File: src/design/mss_pkg.sv
// Constants and types shared by the mode switch supervisor.
// Operation
// - Failed user switch sets error flag and writes three error words.
// - Module check failure still enters virtual but blocks that system.
// - Module check failure raises the axis error signal and stores code.
// - Cam feed within lower limit to stroke; others within stroke limits.
// - Two-way cam: lower limit plus stroke above max signed 32-bit is error.
// - External-input clutch needs on and off devices identical.
// - External-input clutch needs pulse generator input, not serial absolute.
// - Unclutched or clutch-on modules need servo ready set.
// - Unclutched or clutch-on modules must not have stop input asserted.
// - Two-way cam: position within one revolution must be computable.
// - Address-mode clutch setting device must be even-numbered.
// - Missing encoder or cable break raises module error; mode still switches.
// - Real request refused with error while any virtual axis is active.
// - Older firmware also needs real-mode axes stopped before going real.
// - Failed user return to real sets error flag and stores code.
// - Virtual falls back to real on forced stop, host unready, servo error.
// - Automatic fall-back stores code but leaves error flag clear.
// - Servo error policy selects return or continue; defaults to return.
// - Return policy: failing servo off, others rapid stop, re-entry after clear.
// - Continue policy: keep virtual, only failing servo off, clear in virtual.
// - No motion commands during a switch; host gates on request and status.
// - In test mode the request flag is ignored; tool commands are used.
// - Status flag always tracks the mode actually in effect.
package mss_pkg;
  localparam int unsigned MSS_AXES = 8;
  localparam logic [31:0] MSS_INT32_MAX = 32'h7FFFFFFF;
  localparam logic [15:0] MSS_ERR_NONE = 16'h0000;
  localparam logic [15:0] MSS_ERR_NOT_READY = 16'h0001;
  localparam logic [15:0] MSS_ERR_AXIS_BUSY = 16'h0002;
  localparam logic [15:0] MSS_ERR_PREV_FAULT = 16'h0003;
  localparam logic [15:0] MSS_ERR_FORCED_STOP = 16'h0010;
  localparam logic [15:0] MSS_ERR_HOST_UNREADY = 16'h0011;
  localparam logic [15:0] MSS_ERR_SERVO = 16'h0012;
  localparam logic [15:0] MSS_MOD_STROKE = 16'h0100;
  localparam logic [15:0] MSS_MOD_TWO_WAY = 16'h0101;
  localparam logic [15:0] MSS_MOD_CLUTCH_DEV = 16'h0102;
  localparam logic [15:0] MSS_MOD_ENC_IF = 16'h0103;
  localparam logic [15:0] MSS_MOD_SERVO_RDY = 16'h0104;
  localparam logic [15:0] MSS_MOD_STOP_IN = 16'h0105;
  localparam logic [15:0] MSS_MOD_CAM_POS = 16'h0106;
  localparam logic [15:0] MSS_MOD_ADDR_ODD = 16'h0107;
  localparam logic [15:0] MSS_MOD_ENCODER = 16'h0108;
  localparam logic [1:0] MSS_TYPE_CAM = 2'h3;
  localparam logic MSS_POLICY_RETURN = 1'b0;
  typedef enum logic [1:0] {MSS_SRC_USER_V, MSS_SRC_USER_R, MSS_SRC_AUTO} mss_src_e;
  typedef enum {MSS_REAL, MSS_CHECK_V, MSS_VIRTUAL, MSS_CHECK_R} mss_state_e;
endpackage

File: src/design/mss_top.sv
// Mode switch supervisor between real and virtual operation.
`timescale 1ns/1ns
`default_nettype none
module mss_top
  import mss_pkg::*;
#(
  parameter int unsigned AXES = MSS_AXES
)(
  // Clock, reset and enable.
  input wire logic sys_clk,
  input wire logic rst_n,
  input wire logic clk_en,
  // Host flags.
  input wire logic mode_switch_request,
  input wire logic host_ready_flag,
  input wire logic error_clear,
  input wire logic servo_policy_continue,
  input wire logic old_firmware,
  input wire logic forced_stop,
  // Engineering tool test mode.
  input wire logic test_mode,
  input wire logic test_req_virtual,
  input wire logic test_req_real,
  // Per-axis status.
  input wire logic [AXES-1:0] axis_start_accept_flags,
  input wire logic [AXES-1:0] axis_is_virtual,
  input wire logic [AXES-1:0] servo_ready_signal,
  input wire logic [AXES-1:0] servo_error_signal,
  input wire logic [AXES-1:0] stop_input,
  input wire logic [AXES-1:0] clutch_engaged,
  input wire logic [AXES-1:0] clutch_ext_mode,
  input wire logic [AXES-1:0] clutch_same_dev,
  input wire logic [AXES-1:0] enc_serial_abs,
  input wire logic [AXES-1:0] clutch_addr_mode,
  input wire logic [AXES-1:0] addr_dev_lsb,
  input wire logic [AXES-1:0] two_way_cam,
  input wire logic [AXES-1:0] cam_pos_valid,
  input wire logic [AXES-1:0] encoder_present,
  input wire logic [AXES-1:0] encoder_cable_ok,
  input wire logic [AXES*2-1:0] module_type,
  input wire logic [AXES*32-1:0] feed_value,
  input wire logic [AXES*32-1:0] lower_limit,
  input wire logic [AXES*32-1:0] upper_limit,
  input wire logic [AXES*32-1:0] stroke_amount,
  // Mode and error outputs.
  output logic mode_state_flag,
  output logic switch_error_flag,
  output logic [47:0] switch_error_info_words,
  output logic switch_busy,
  output logic motion_cmd_allow,
  output logic [AXES-1:0] module_error_signal,
  output logic [AXES*16-1:0] module_error_code,
  output logic [AXES-1:0] system_start_block,
  output logic [AXES-1:0] servo_off,
  output logic rapid_stop_all
);

  // ---------------------------------------------------------------
  // Request sources and per-axis checks
  // ---------------------------------------------------------------

  mss_state_e state;
  logic req_q;
  logic real_relock;
  logic [AXES-1:0] mod_fail;
  logic [AXES*16-1:0] mod_code;

  // Request edges come from the host flag or, in test mode, the tool.
  logic req_rise;
  logic req_fall;
  assign req_rise = test_mode ? test_req_virtual : (mode_switch_request & ~req_q);
  assign req_fall = test_mode ? test_req_real : (~mode_switch_request & req_q);

  // Each output module's checks evaluate in parallel.
  genvar g;
  generate
    for (g = 0; g < AXES; g++)
    begin : g_chk
      logic signed [31:0] fv;
      logic signed [31:0] lo;
      logic signed [31:0] hi;
      logic signed [31:0] st;
      logic [32:0] sum;
      logic cam;
      logic active;
      logic [15:0] code;
      assign fv = feed_value[g*32 +: 32];
      assign lo = lower_limit[g*32 +: 32];
      assign hi = upper_limit[g*32 +: 32];
      assign st = stroke_amount[g*32 +: 32];
      assign cam = module_type[g*2 +: 2] == MSS_TYPE_CAM;
      assign sum = 33'({lo[31], lo}) + 33'({st[31], st});
      assign active = ~clutch_ext_mode[g] | clutch_engaged[g];
      // First failing check sets the stored code for this module.
      always_comb
      begin
        code = MSS_ERR_NONE;
        if (cam ? (fv < lo || fv > st) : (fv < lo || fv > hi))
          code = MSS_MOD_STROKE;
        else if (cam && two_way_cam[g] && $signed(sum) > $signed({1'b0, MSS_INT32_MAX}))
          code = MSS_MOD_TWO_WAY;
        else if (clutch_ext_mode[g] && !clutch_same_dev[g])
          code = MSS_MOD_CLUTCH_DEV;
        else if (clutch_ext_mode[g] && enc_serial_abs[g])
          code = MSS_MOD_ENC_IF;
        else if (active && !servo_ready_signal[g])
          code = MSS_MOD_SERVO_RDY;
        else if (active && stop_input[g])
          code = MSS_MOD_STOP_IN;
        else if (cam && two_way_cam[g] && !cam_pos_valid[g])
          code = MSS_MOD_CAM_POS;
        else if (clutch_addr_mode[g] && addr_dev_lsb[g])
          code = MSS_MOD_ADDR_ODD;
        else if (!encoder_present[g] || !encoder_cable_ok[g])
          code = MSS_MOD_ENCODER;
      end
      assign mod_fail[g] = code != MSS_ERR_NONE;
      assign mod_code[g*16 +: 16] = code;
    end
  endgenerate

  // Blocking conditions for each direction.
  logic v_block;
  logic [15:0] v_code;
  logic r_block;
  logic any_servo_err;
  assign any_servo_err = |servo_error_signal;
  assign v_block = ~host_ready_flag | (|axis_start_accept_flags) | real_relock | forced_stop;
  assign v_code = ~host_ready_flag ? MSS_ERR_NOT_READY :
                  (|axis_start_accept_flags) ? MSS_ERR_AXIS_BUSY : MSS_ERR_PREV_FAULT;
  assign r_block = old_firmware ? (|axis_start_accept_flags)
                                : (|(axis_start_accept_flags & axis_is_virtual));

  // Automatic fall-back causes while virtual.
  logic auto_fall;
  logic [15:0] auto_code;
  assign auto_fall = forced_stop | ~host_ready_flag |
                     (any_servo_err & (servo_policy_continue == MSS_POLICY_RETURN));
  assign auto_code = forced_stop ? MSS_ERR_FORCED_STOP :
                     ~host_ready_flag ? MSS_ERR_HOST_UNREADY : MSS_ERR_SERVO;

  // ---------------------------------------------------------------
  // Mode state machine
  // ---------------------------------------------------------------

  // Request edge tracker.
  always_ff @(posedge sys_clk)
  begin
    if (!rst_n)
      req_q <= 1'b0;
    else if (clk_en)
      req_q <= mode_switch_request;
  end

  // Checks are sampled once, in the cycle after the request edge.
  always_ff @(posedge sys_clk)
  begin
    if (!rst_n)
      state <= MSS_REAL;
    else if (clk_en)
    begin
      case (state)
        MSS_REAL:
          if (req_rise)
            state <= MSS_CHECK_V;
        MSS_CHECK_V:
          state <= v_block ? MSS_REAL : MSS_VIRTUAL;
        MSS_VIRTUAL:
          if (auto_fall)
            state <= MSS_REAL;
          else if (req_fall)
            state <= MSS_CHECK_R;
        MSS_CHECK_R:
          if (auto_fall)
            state <= MSS_REAL;
          else
            state <= r_block ? MSS_VIRTUAL : MSS_REAL;
        default:
          state <= MSS_REAL;
      endcase
    end
  end

  // Status follows the mode in force, whatever the source.
  always_ff @(posedge sys_clk)
  begin
    if (!rst_n)
      mode_state_flag <= 1'b0;
    else if (clk_en)
      mode_state_flag <= (state == MSS_VIRTUAL) | (state == MSS_CHECK_R);
  end

  // Return-policy servo errors hold off re-entry until cleared in real mode.
  always_ff @(posedge sys_clk)
  begin
    if (!rst_n)
      real_relock <= 1'b0;
    else if (clk_en)
    begin
      if (state == MSS_VIRTUAL && any_servo_err && !servo_policy_continue)
        real_relock <= 1'b1;
      else if (state == MSS_REAL && error_clear && !any_servo_err)
        real_relock <= 1'b0;
    end
  end

  // ---------------------------------------------------------------
  // Error reporting
  // ---------------------------------------------------------------

  // Switch error flag and the three information words.
  always_ff @(posedge sys_clk)
  begin
    if (!rst_n)
    begin
      switch_error_flag <= 1'b0;
      switch_error_info_words <= 48'h000000000000;
    end
    else if (clk_en)
    begin
      if ((state == MSS_VIRTUAL || state == MSS_CHECK_R) && auto_fall)
        switch_error_info_words <= {MSS_ERR_NONE, MSS_ERR_NONE, auto_code};
      else if (state == MSS_CHECK_V && v_block)
      begin
        switch_error_flag <= 1'b1;
        switch_error_info_words <= {MSS_ERR_NONE, MSS_ERR_NONE, v_code};
      end
      else if (state == MSS_CHECK_R && r_block)
      begin
        switch_error_flag <= 1'b1;
        switch_error_info_words <= {MSS_ERR_NONE, MSS_ERR_NONE, MSS_ERR_AXIS_BUSY};
      end
      else if (state == MSS_CHECK_V || state == MSS_CHECK_R || error_clear)
      begin
        switch_error_flag <= 1'b0;
        switch_error_info_words <= 48'h000000000000;
      end
    end
  end

  // Module errors latch on entry to virtual and block that system.
  always_ff @(posedge sys_clk)
  begin
    if (!rst_n)
    begin
      module_error_signal <= '0;
      module_error_code <= '0;
      system_start_block <= '0;
    end
    else if (clk_en)
    begin
      if (state == MSS_CHECK_V && !v_block)
      begin
        module_error_signal <= mod_fail;
        module_error_code <= mod_code;
        system_start_block <= mod_fail;
      end
      else if (state == MSS_REAL && error_clear)
      begin
        module_error_signal <= '0;
        module_error_code <= '0;
        system_start_block <= '0;
      end
    end
  end

  // Servo of a failing axis off; others rapid stop under return policy.
  always_ff @(posedge sys_clk)
  begin
    if (!rst_n)
    begin
      servo_off <= '0;
      rapid_stop_all <= 1'b0;
    end
    else if (clk_en)
    begin
      if (error_clear && !(servo_policy_continue ? 1'b0 : mode_state_flag))
        servo_off <= servo_error_signal;
      else
        servo_off <= servo_off | servo_error_signal;
      rapid_stop_all <= (state == MSS_VIRTUAL || state == MSS_CHECK_R) && auto_fall;
    end
  end

  // Motion commands are locked out while a switch is pending.
  assign switch_busy = (state == MSS_CHECK_V) | (state == MSS_CHECK_R) |
                       (mode_switch_request != mode_state_flag);
  assign motion_cmd_allow = ~switch_busy;

  // ---------------------------------------------------------------
  // Checks
  // ---------------------------------------------------------------

  chk_auto_no_flag: assert property (@(posedge sys_clk) disable iff (!rst_n)
    (clk_en && state == MSS_VIRTUAL && auto_fall && !switch_error_flag)
    |=> !switch_error_flag && switch_error_info_words[15:0] == $past(auto_code))
    else $error("Fall-back must store code without error flag.");
  chk_real_refused: assert property (@(posedge sys_clk) disable iff (!rst_n)
    (clk_en && state == MSS_CHECK_R && !auto_fall && r_block) |=> state == MSS_VIRTUAL && switch_error_flag)
    else $error("Busy virtual axis must refuse real switch.");
  chk_virtual_block: assert property (@(posedge sys_clk) disable iff (!rst_n)
    (clk_en && state == MSS_CHECK_V && v_block) |=> state == MSS_REAL && switch_error_flag)
    else $error("Blocked virtual switch must flag error.");
  chk_module_enter: assert property (@(posedge sys_clk) disable iff (!rst_n)
    (clk_en && state == MSS_CHECK_V && !v_block) |=> state == MSS_VIRTUAL && system_start_block == $past(mod_fail))
    else $error("Module fault must still enter virtual mode.");
  chk_status_track: assert property (@(posedge sys_clk) disable iff (!rst_n)
    $past(clk_en) && $past(rst_n)
    |-> mode_state_flag == ($past(state) == MSS_VIRTUAL || $past(state) == MSS_CHECK_R))
    else $error("Status flag must follow mode.");
  chk_auto_fall: assert property (@(posedge sys_clk) disable iff (!rst_n)
    (clk_en && state == MSS_VIRTUAL && forced_stop) |=> state == MSS_REAL ##1 !mode_state_flag)
    else $error("Forced stop must return to real mode.");
  chk_test_ignore: assert property (@(posedge sys_clk) disable iff (!rst_n)
    (clk_en && test_mode && !test_req_virtual && state == MSS_REAL) |=> state == MSS_REAL)
    else $error("Request flag must be ignored in test mode.");
  chk_busy_gate: assert property (@(posedge sys_clk) disable iff (!rst_n)
    (state == MSS_CHECK_V || state == MSS_CHECK_R) |-> !motion_cmd_allow)
    else $error("Motion commands must be locked during switch.");
  chk_continue_keep: assert property (@(posedge sys_clk) disable iff (!rst_n)
    (clk_en && state == MSS_VIRTUAL && servo_policy_continue && any_servo_err && !forced_stop
     && host_ready_flag && !req_fall) |=> state == MSS_VIRTUAL)
    else $error("Continue policy must keep virtual mode.");

  // Relock, error clearing, module latching, servo off and rapid stop checks.
  chk_relock_entry: assert property (@(posedge sys_clk) disable iff (!rst_n)
    (clk_en && state == MSS_CHECK_V && real_relock) |=> state == MSS_REAL && switch_error_flag)
    else $error("Relocked virtual entry must be refused.");
  chk_clear_words: assert property (@(posedge sys_clk) disable iff (!rst_n)
    (clk_en && state == MSS_REAL && error_clear)
    |=> !switch_error_flag && switch_error_info_words == 48'h000000000000)
    else $error("Host clear must empty the error flag and words.");
  chk_module_latch: assert property (@(posedge sys_clk) disable iff (!rst_n)
    (clk_en && state == MSS_CHECK_V && !v_block)
    |=> module_error_signal == $past(mod_fail) && module_error_code == $past(mod_code))
    else $error("Module errors must latch on virtual entry.");
  chk_servo_set: assert property (@(posedge sys_clk) disable iff (!rst_n)
    (clk_en && |servo_error_signal)
    |=> (servo_off & $past(servo_error_signal)) == $past(servo_error_signal))
    else $error("Failing servo must be turned off.");
  chk_rapid_pulse: assert property (@(posedge sys_clk) disable iff (!rst_n)
    (clk_en && (state == MSS_VIRTUAL || state == MSS_CHECK_R) && auto_fall) |=> rapid_stop_all)
    else $error("Fall-back must rapid-stop the other axes.");

endmodule // mss_top
`default_nettype wire

File: config.mk
export PLATFORM = sky130hd
export DESIGN_NAME = mss_top
export DESIGN_NICKNAME = d
export VERILOG_FILES = /design/src/design/mss_pkg.sv /design/src/design/mss_top.sv
export SDC_FILE = /design/constraint.sdc
export NUM_CORES = 2
export LEC_CHECK = 0
export ABC_AREA = 1
export BUFFER_PORTS_ARGS = -buffer_cell sky130_fd_sc_hd__buf_4
export CAP_MARGIN = 20
export CORE_AREA = 2 2 536 538
export DETAILED_ROUTE_END_ITERATION = 7
export DIE_AREA = 0 0 538 540
export HOLD_SLACK_MARGIN = 0.15
export PLACE_DENSITY_LB_ADDON = 0.12
export SLEW_MARGIN = 15
export SYNTH_ARGS = -nofsm -noshare
export SYNTH_HDL_FRONTEND = slang
export SYNTH_SLANG_ARGS = --single-unit
File: constraint.sdc
create_clock -name sys_clk -period 2.1 [get_ports sys_clk]
set_input_delay 0.105 -clock sys_clk [delete_from_list [all_inputs] [get_ports sys_clk]]
set_output_delay 0.105 -clock sys_clk [all_outputs]
set_load 0.01 [all_outputs]
==> metrics.md <==
| Metric | Value |
|---|---|
| LEAKAGE | 27.6 nW |
| Main flop type after synthesis | dfxtp_1 |
| Area occupied by multi-input gates | 27200 um2 |
| Reg-to-Reg End | module_error_code[51] |
| Top post-synthesis cells by area | ha_1 38%, nand2_1 14%, inv_1 11% |
| Hold EP | module_error_code[99] |
| Die width | 538 um |
| CP Capture Type | register |
| Peak supply drop | 0.469 mV |
| Grt total ovfl | 0 |
| First-pass GRT wire length | 295000 um |
| DRC | 0 |
| Final Slew Violations | 0 |
| IO Count | 1377 |
| Maximum fanout along the worst path | 3 |
| Crit path max-delay family | simple AND/OR/NAND/NOR gates |
| Most numerous cell in the Yosys netlist | nand2_1 |
| Layout Nets | 9028 |
| Root Driver | clkbuf_16 |
| Via/cell ratio | 3.70 |
| Core Area | 284000 um2 |
| Clock-pin slew on the worst setup and hold paths | 0.07 ns |
| IO buf count | 1243 |
| CP max stage delay | 0.56 ns |
| Sequential element share of the synthesized area | 4.00% |
| RR Startpoint | state[1] |
| Netlist Area Pre-Place | 33000 um2 |
| Fin area | 49500 um2 |
| Yosys top cell by area | ha_1 |
| CP arrival | 2.30 ns |
| Setup CP Type | in2reg |
| RSZ-0062 raised after global routing | false |
| Layout cells sized above 1 | 24.0% |
| Initial antenna violation count | 78 |
| CP Launch Type | primary input |
| Max-slew headroom | 51.5% |
| Flops & latches, synth | 66 |
| CTS tree | done |
| Final period utilization | 93.1% |
| Worst hold path startpoint | encoder_cable_ok[6] |
| First-pass detailed-route iteration total | 5 |
| Longest Clk Path Bufs | 2 |
| Cell count after synthesis | 5283 |
| Area Overhead vs Synth | 49.8% |
| Die area | 291000 um2 |
| Register area | 1320 um2 |
| Worst slew pin tran | 0.721 ns |
| Ys async rst share | 0% |
| Placed Cells incl. Taps | 10.5k |
| Slowest stage cell, crit path | nor4_1 |
| Vias | 39.3k |
| Vias in the first global route | 40.1k |
| GRT Util Overall | 14.3% |
| Initial DRC count | 1702 |
| Yosys warning count | 0 |
| Initial Utilization | 11.6% |
| DP HPWL | 203000 um |
| Worst R2R Path Depth | 10 |
| Routed Antenna Nets | 0 |
| Hold-critical path depth | 6 |
| Top cell type's share of synthesized area | 38.5% |
| Maximum capacitance violations | 0 |
| P per Cell Area | 257 nW/um2 |
| H-tree levels | 3 |
| Vert. Die Dim | 540 um |
| GPL Wtd Cong | 0.866 |
| Filler instances | 33.0k |
| Syn avg cell area | 6.25 um2 |
| WP depth | 13 |
| Non-filler cells, final | 10.6k |
| CP cell instances | buf_4 -> ha_1 -> nand2_1 -> nor2_1 -> nand2_1 -> nor4_1 -> a21oi_1 -> nand3_1 -> nand2_2 -> nor2_2 -> buf_4 -> nand3_1 -> a21oi_1 |
| Total CTS buffers | 9 |
| Pin count of the biggest net entering global routing | 38 |
| Synth top cells by count | 1190 x nand2_1, 1016 x ha_1, 1010 x inv_1 |
| Clock sink total | 66 |
| Status | finished clean |
| Hold crit path type | in2reg |
| Buf+Inv Stages, Crit Path | 2 |
| Avg WL per Cell | 20.3 um |
| Number of synthesized flops with an enable pin | 0 |
| Setup slack, reg-to-reg | 0.22 ns |
| Fin Clk Skew | 0.0132 ns |
| Clk Latency, worst-skew pair | 0.41 ns |
| Final wirelength | 215000 um |
| Final Setup Violations | 0 |
| Row cnt | 196 |
| Achievable Freq | 0.511 GHz |
| Final Hold Violating Endpoints | 0 |
| DP Area | 48600 um2 |
| Post-synth cell types | 53 |
| Min Clock Period, post-route | 1.96 ns |
| Req. time, crit path | 2.44 ns |
worst reg2reg max path: cells and delay by family (launching register included):
kind | cells | cell delay, ns
simple gates | 6 | 0.91
buf+inv | 3 | 0.43
flops | 1 | 0.39
compound gates | 1 | 0.12
per-stage QoR:
stage	TNS [ns]	hold slack [ns]	total power, mW	setup WS (ns)	utilization, %
after CTS	0	0.152	13.0	0.00812	17.4
after detailed placement	-16.15	0.393	10.9	-0.761	17.1
after floorplan	0	0.243	6.20	0.427	-
after global routing	0	0.190	14.2	0.00113	17.4
after global placement	-16.73	0.391	10.9	-0.787	17.1
final	0	0.192	12.7	0.145	17.4
state kept, by name, summed over array words and instances, names as in the netlist:
signal	flops
module_error_code	40
servo_off	8
system_start_block	8
switch_error_info_words	3
state	2
mode_state_flag	1
rapid_stop_all	1
real_relock	1
req_q	1
switch_error_flag	1
where the power goes:
| part | internal (mW) | leakage [nW] | switching, mW | total [mW] |
|---|---|---|---|---|
| clock | 1.04 | 0.152 | 0.850 | 1.89 |
| combinational | 4.31 | 26.9 | 5.25 | 9.56 |
| sequential | 1.27 | 0.534 | 0.0198 | 1.29 |
area by class of cell:
| cell class | instances | share of cell area [%] |
|---|---|---|
| Antenna cell | 20 | 0.101 |
| Clock buffer | 9 | 0.455 |
| Clock inverter | 7 | 0.190 |
| Inverter | 1059 | 8.04 |
| Multi-Input combinational cell | 4134 | 55.0 |
| Sequential cell | 66 | 2.67 |
| Tap cell | 3762 | 9.51 |
| Timing Repair Buffer | 1562 | 24.1 |
what timing repair did:
item / CTS / global route
hold endpoints to repair: 30 / 0
pin swaps: 0 / 5
endpoints found under the setup margin: 13 / 26
setup buffers: 0 / 1
resized for setup: 9 / 20
hold buffers: 38 / 0
layer usage:
metal,wire (um),global-route usage [%]
met3,13400,3.30
met4,2220,1.85
met1,93800,17.5
met2,105000,25.6
met5,377,0
layout by cell type (no fill, tap or decap), types with 5 or more instances in the layout:
| master | Yosys | routed |
|---|---|---|
| dlygate4sd3_1 | 0 | 38 |
| nand2_1 | 1190 | 1187 |
| o21bai_1 | 17 | 17 |
| inv_1 | 1010 | 1010 |
| nor3_2 | 4 | 5 |
| inv_2 | 43 | 42 |
| buf_12 | 0 | 8 |
| a31oi_1 | 15 | 15 |
| buf_4 | 142 | 1515 |
| nand3_1 | 183 | 182 |
| nor2_2 | 9 | 12 |
| nor2_4 | 0 | 5 |
| o211ai_1 | 16 | 16 |
| a21oi_1 | 724 | 722 |
| ha_1 | 1016 | 1015 |
| a21o_1 | 11 | 11 |
| o21ai_1 | 60 | 61 |
| clkbuf_16 | 0 | 9 |
| dfxtp_1 | 66 | 66 |
| nand2_2 | 3 | 5 |
| nor3_1 | 57 | 56 |
| and3_1 | 11 | 11 |
| nor4_1 | 21 | 20 |
| diode_2 | 0 | 20 |
| conb_1 | 1 | 133 |
| nor2_1 | 313 | 305 |
| clkinv_1 | 6 | 5 |
| o21ai_0 | 146 | 145 |
| nand3b_1 | 17 | 17 |
| nand4_1 | 74 | 74 |
| o21a_1 | 57 | 57 |
| a21oi_2 | 4 | 6 |
| fa_1 | 8 | 8 |
| nor4_2 | 9 | 7 |
worst max path at each step:
stage | start | end | slack (ns)
after floorplan | lower_limit[95] | module_error_code[40] | 0.43
after global placement | feed_value[63] | module_error_code[19] | -0.79
after detailed placement | feed_value[63] | module_error_code[19] | -0.76
after CTS | feed_value[135] | system_start_block[4] | 0.008
after global routing | state[1] | module_error_code[51] | 0.001
final | feed_value[63] | module_error_code[19] | 0.14
cell families after synthesis:
logic type      Yosys count  share of synthesized area [%]
flops                    66                           4.00
other cells               1                         0.0113
buf+inv                1215                           15.5
fa+ha+maj              1024                           39.0
simple gates           1910                           24.3
compound gates         1067                           17.2
Note: power is estimated with default switching activity, not from simulation.
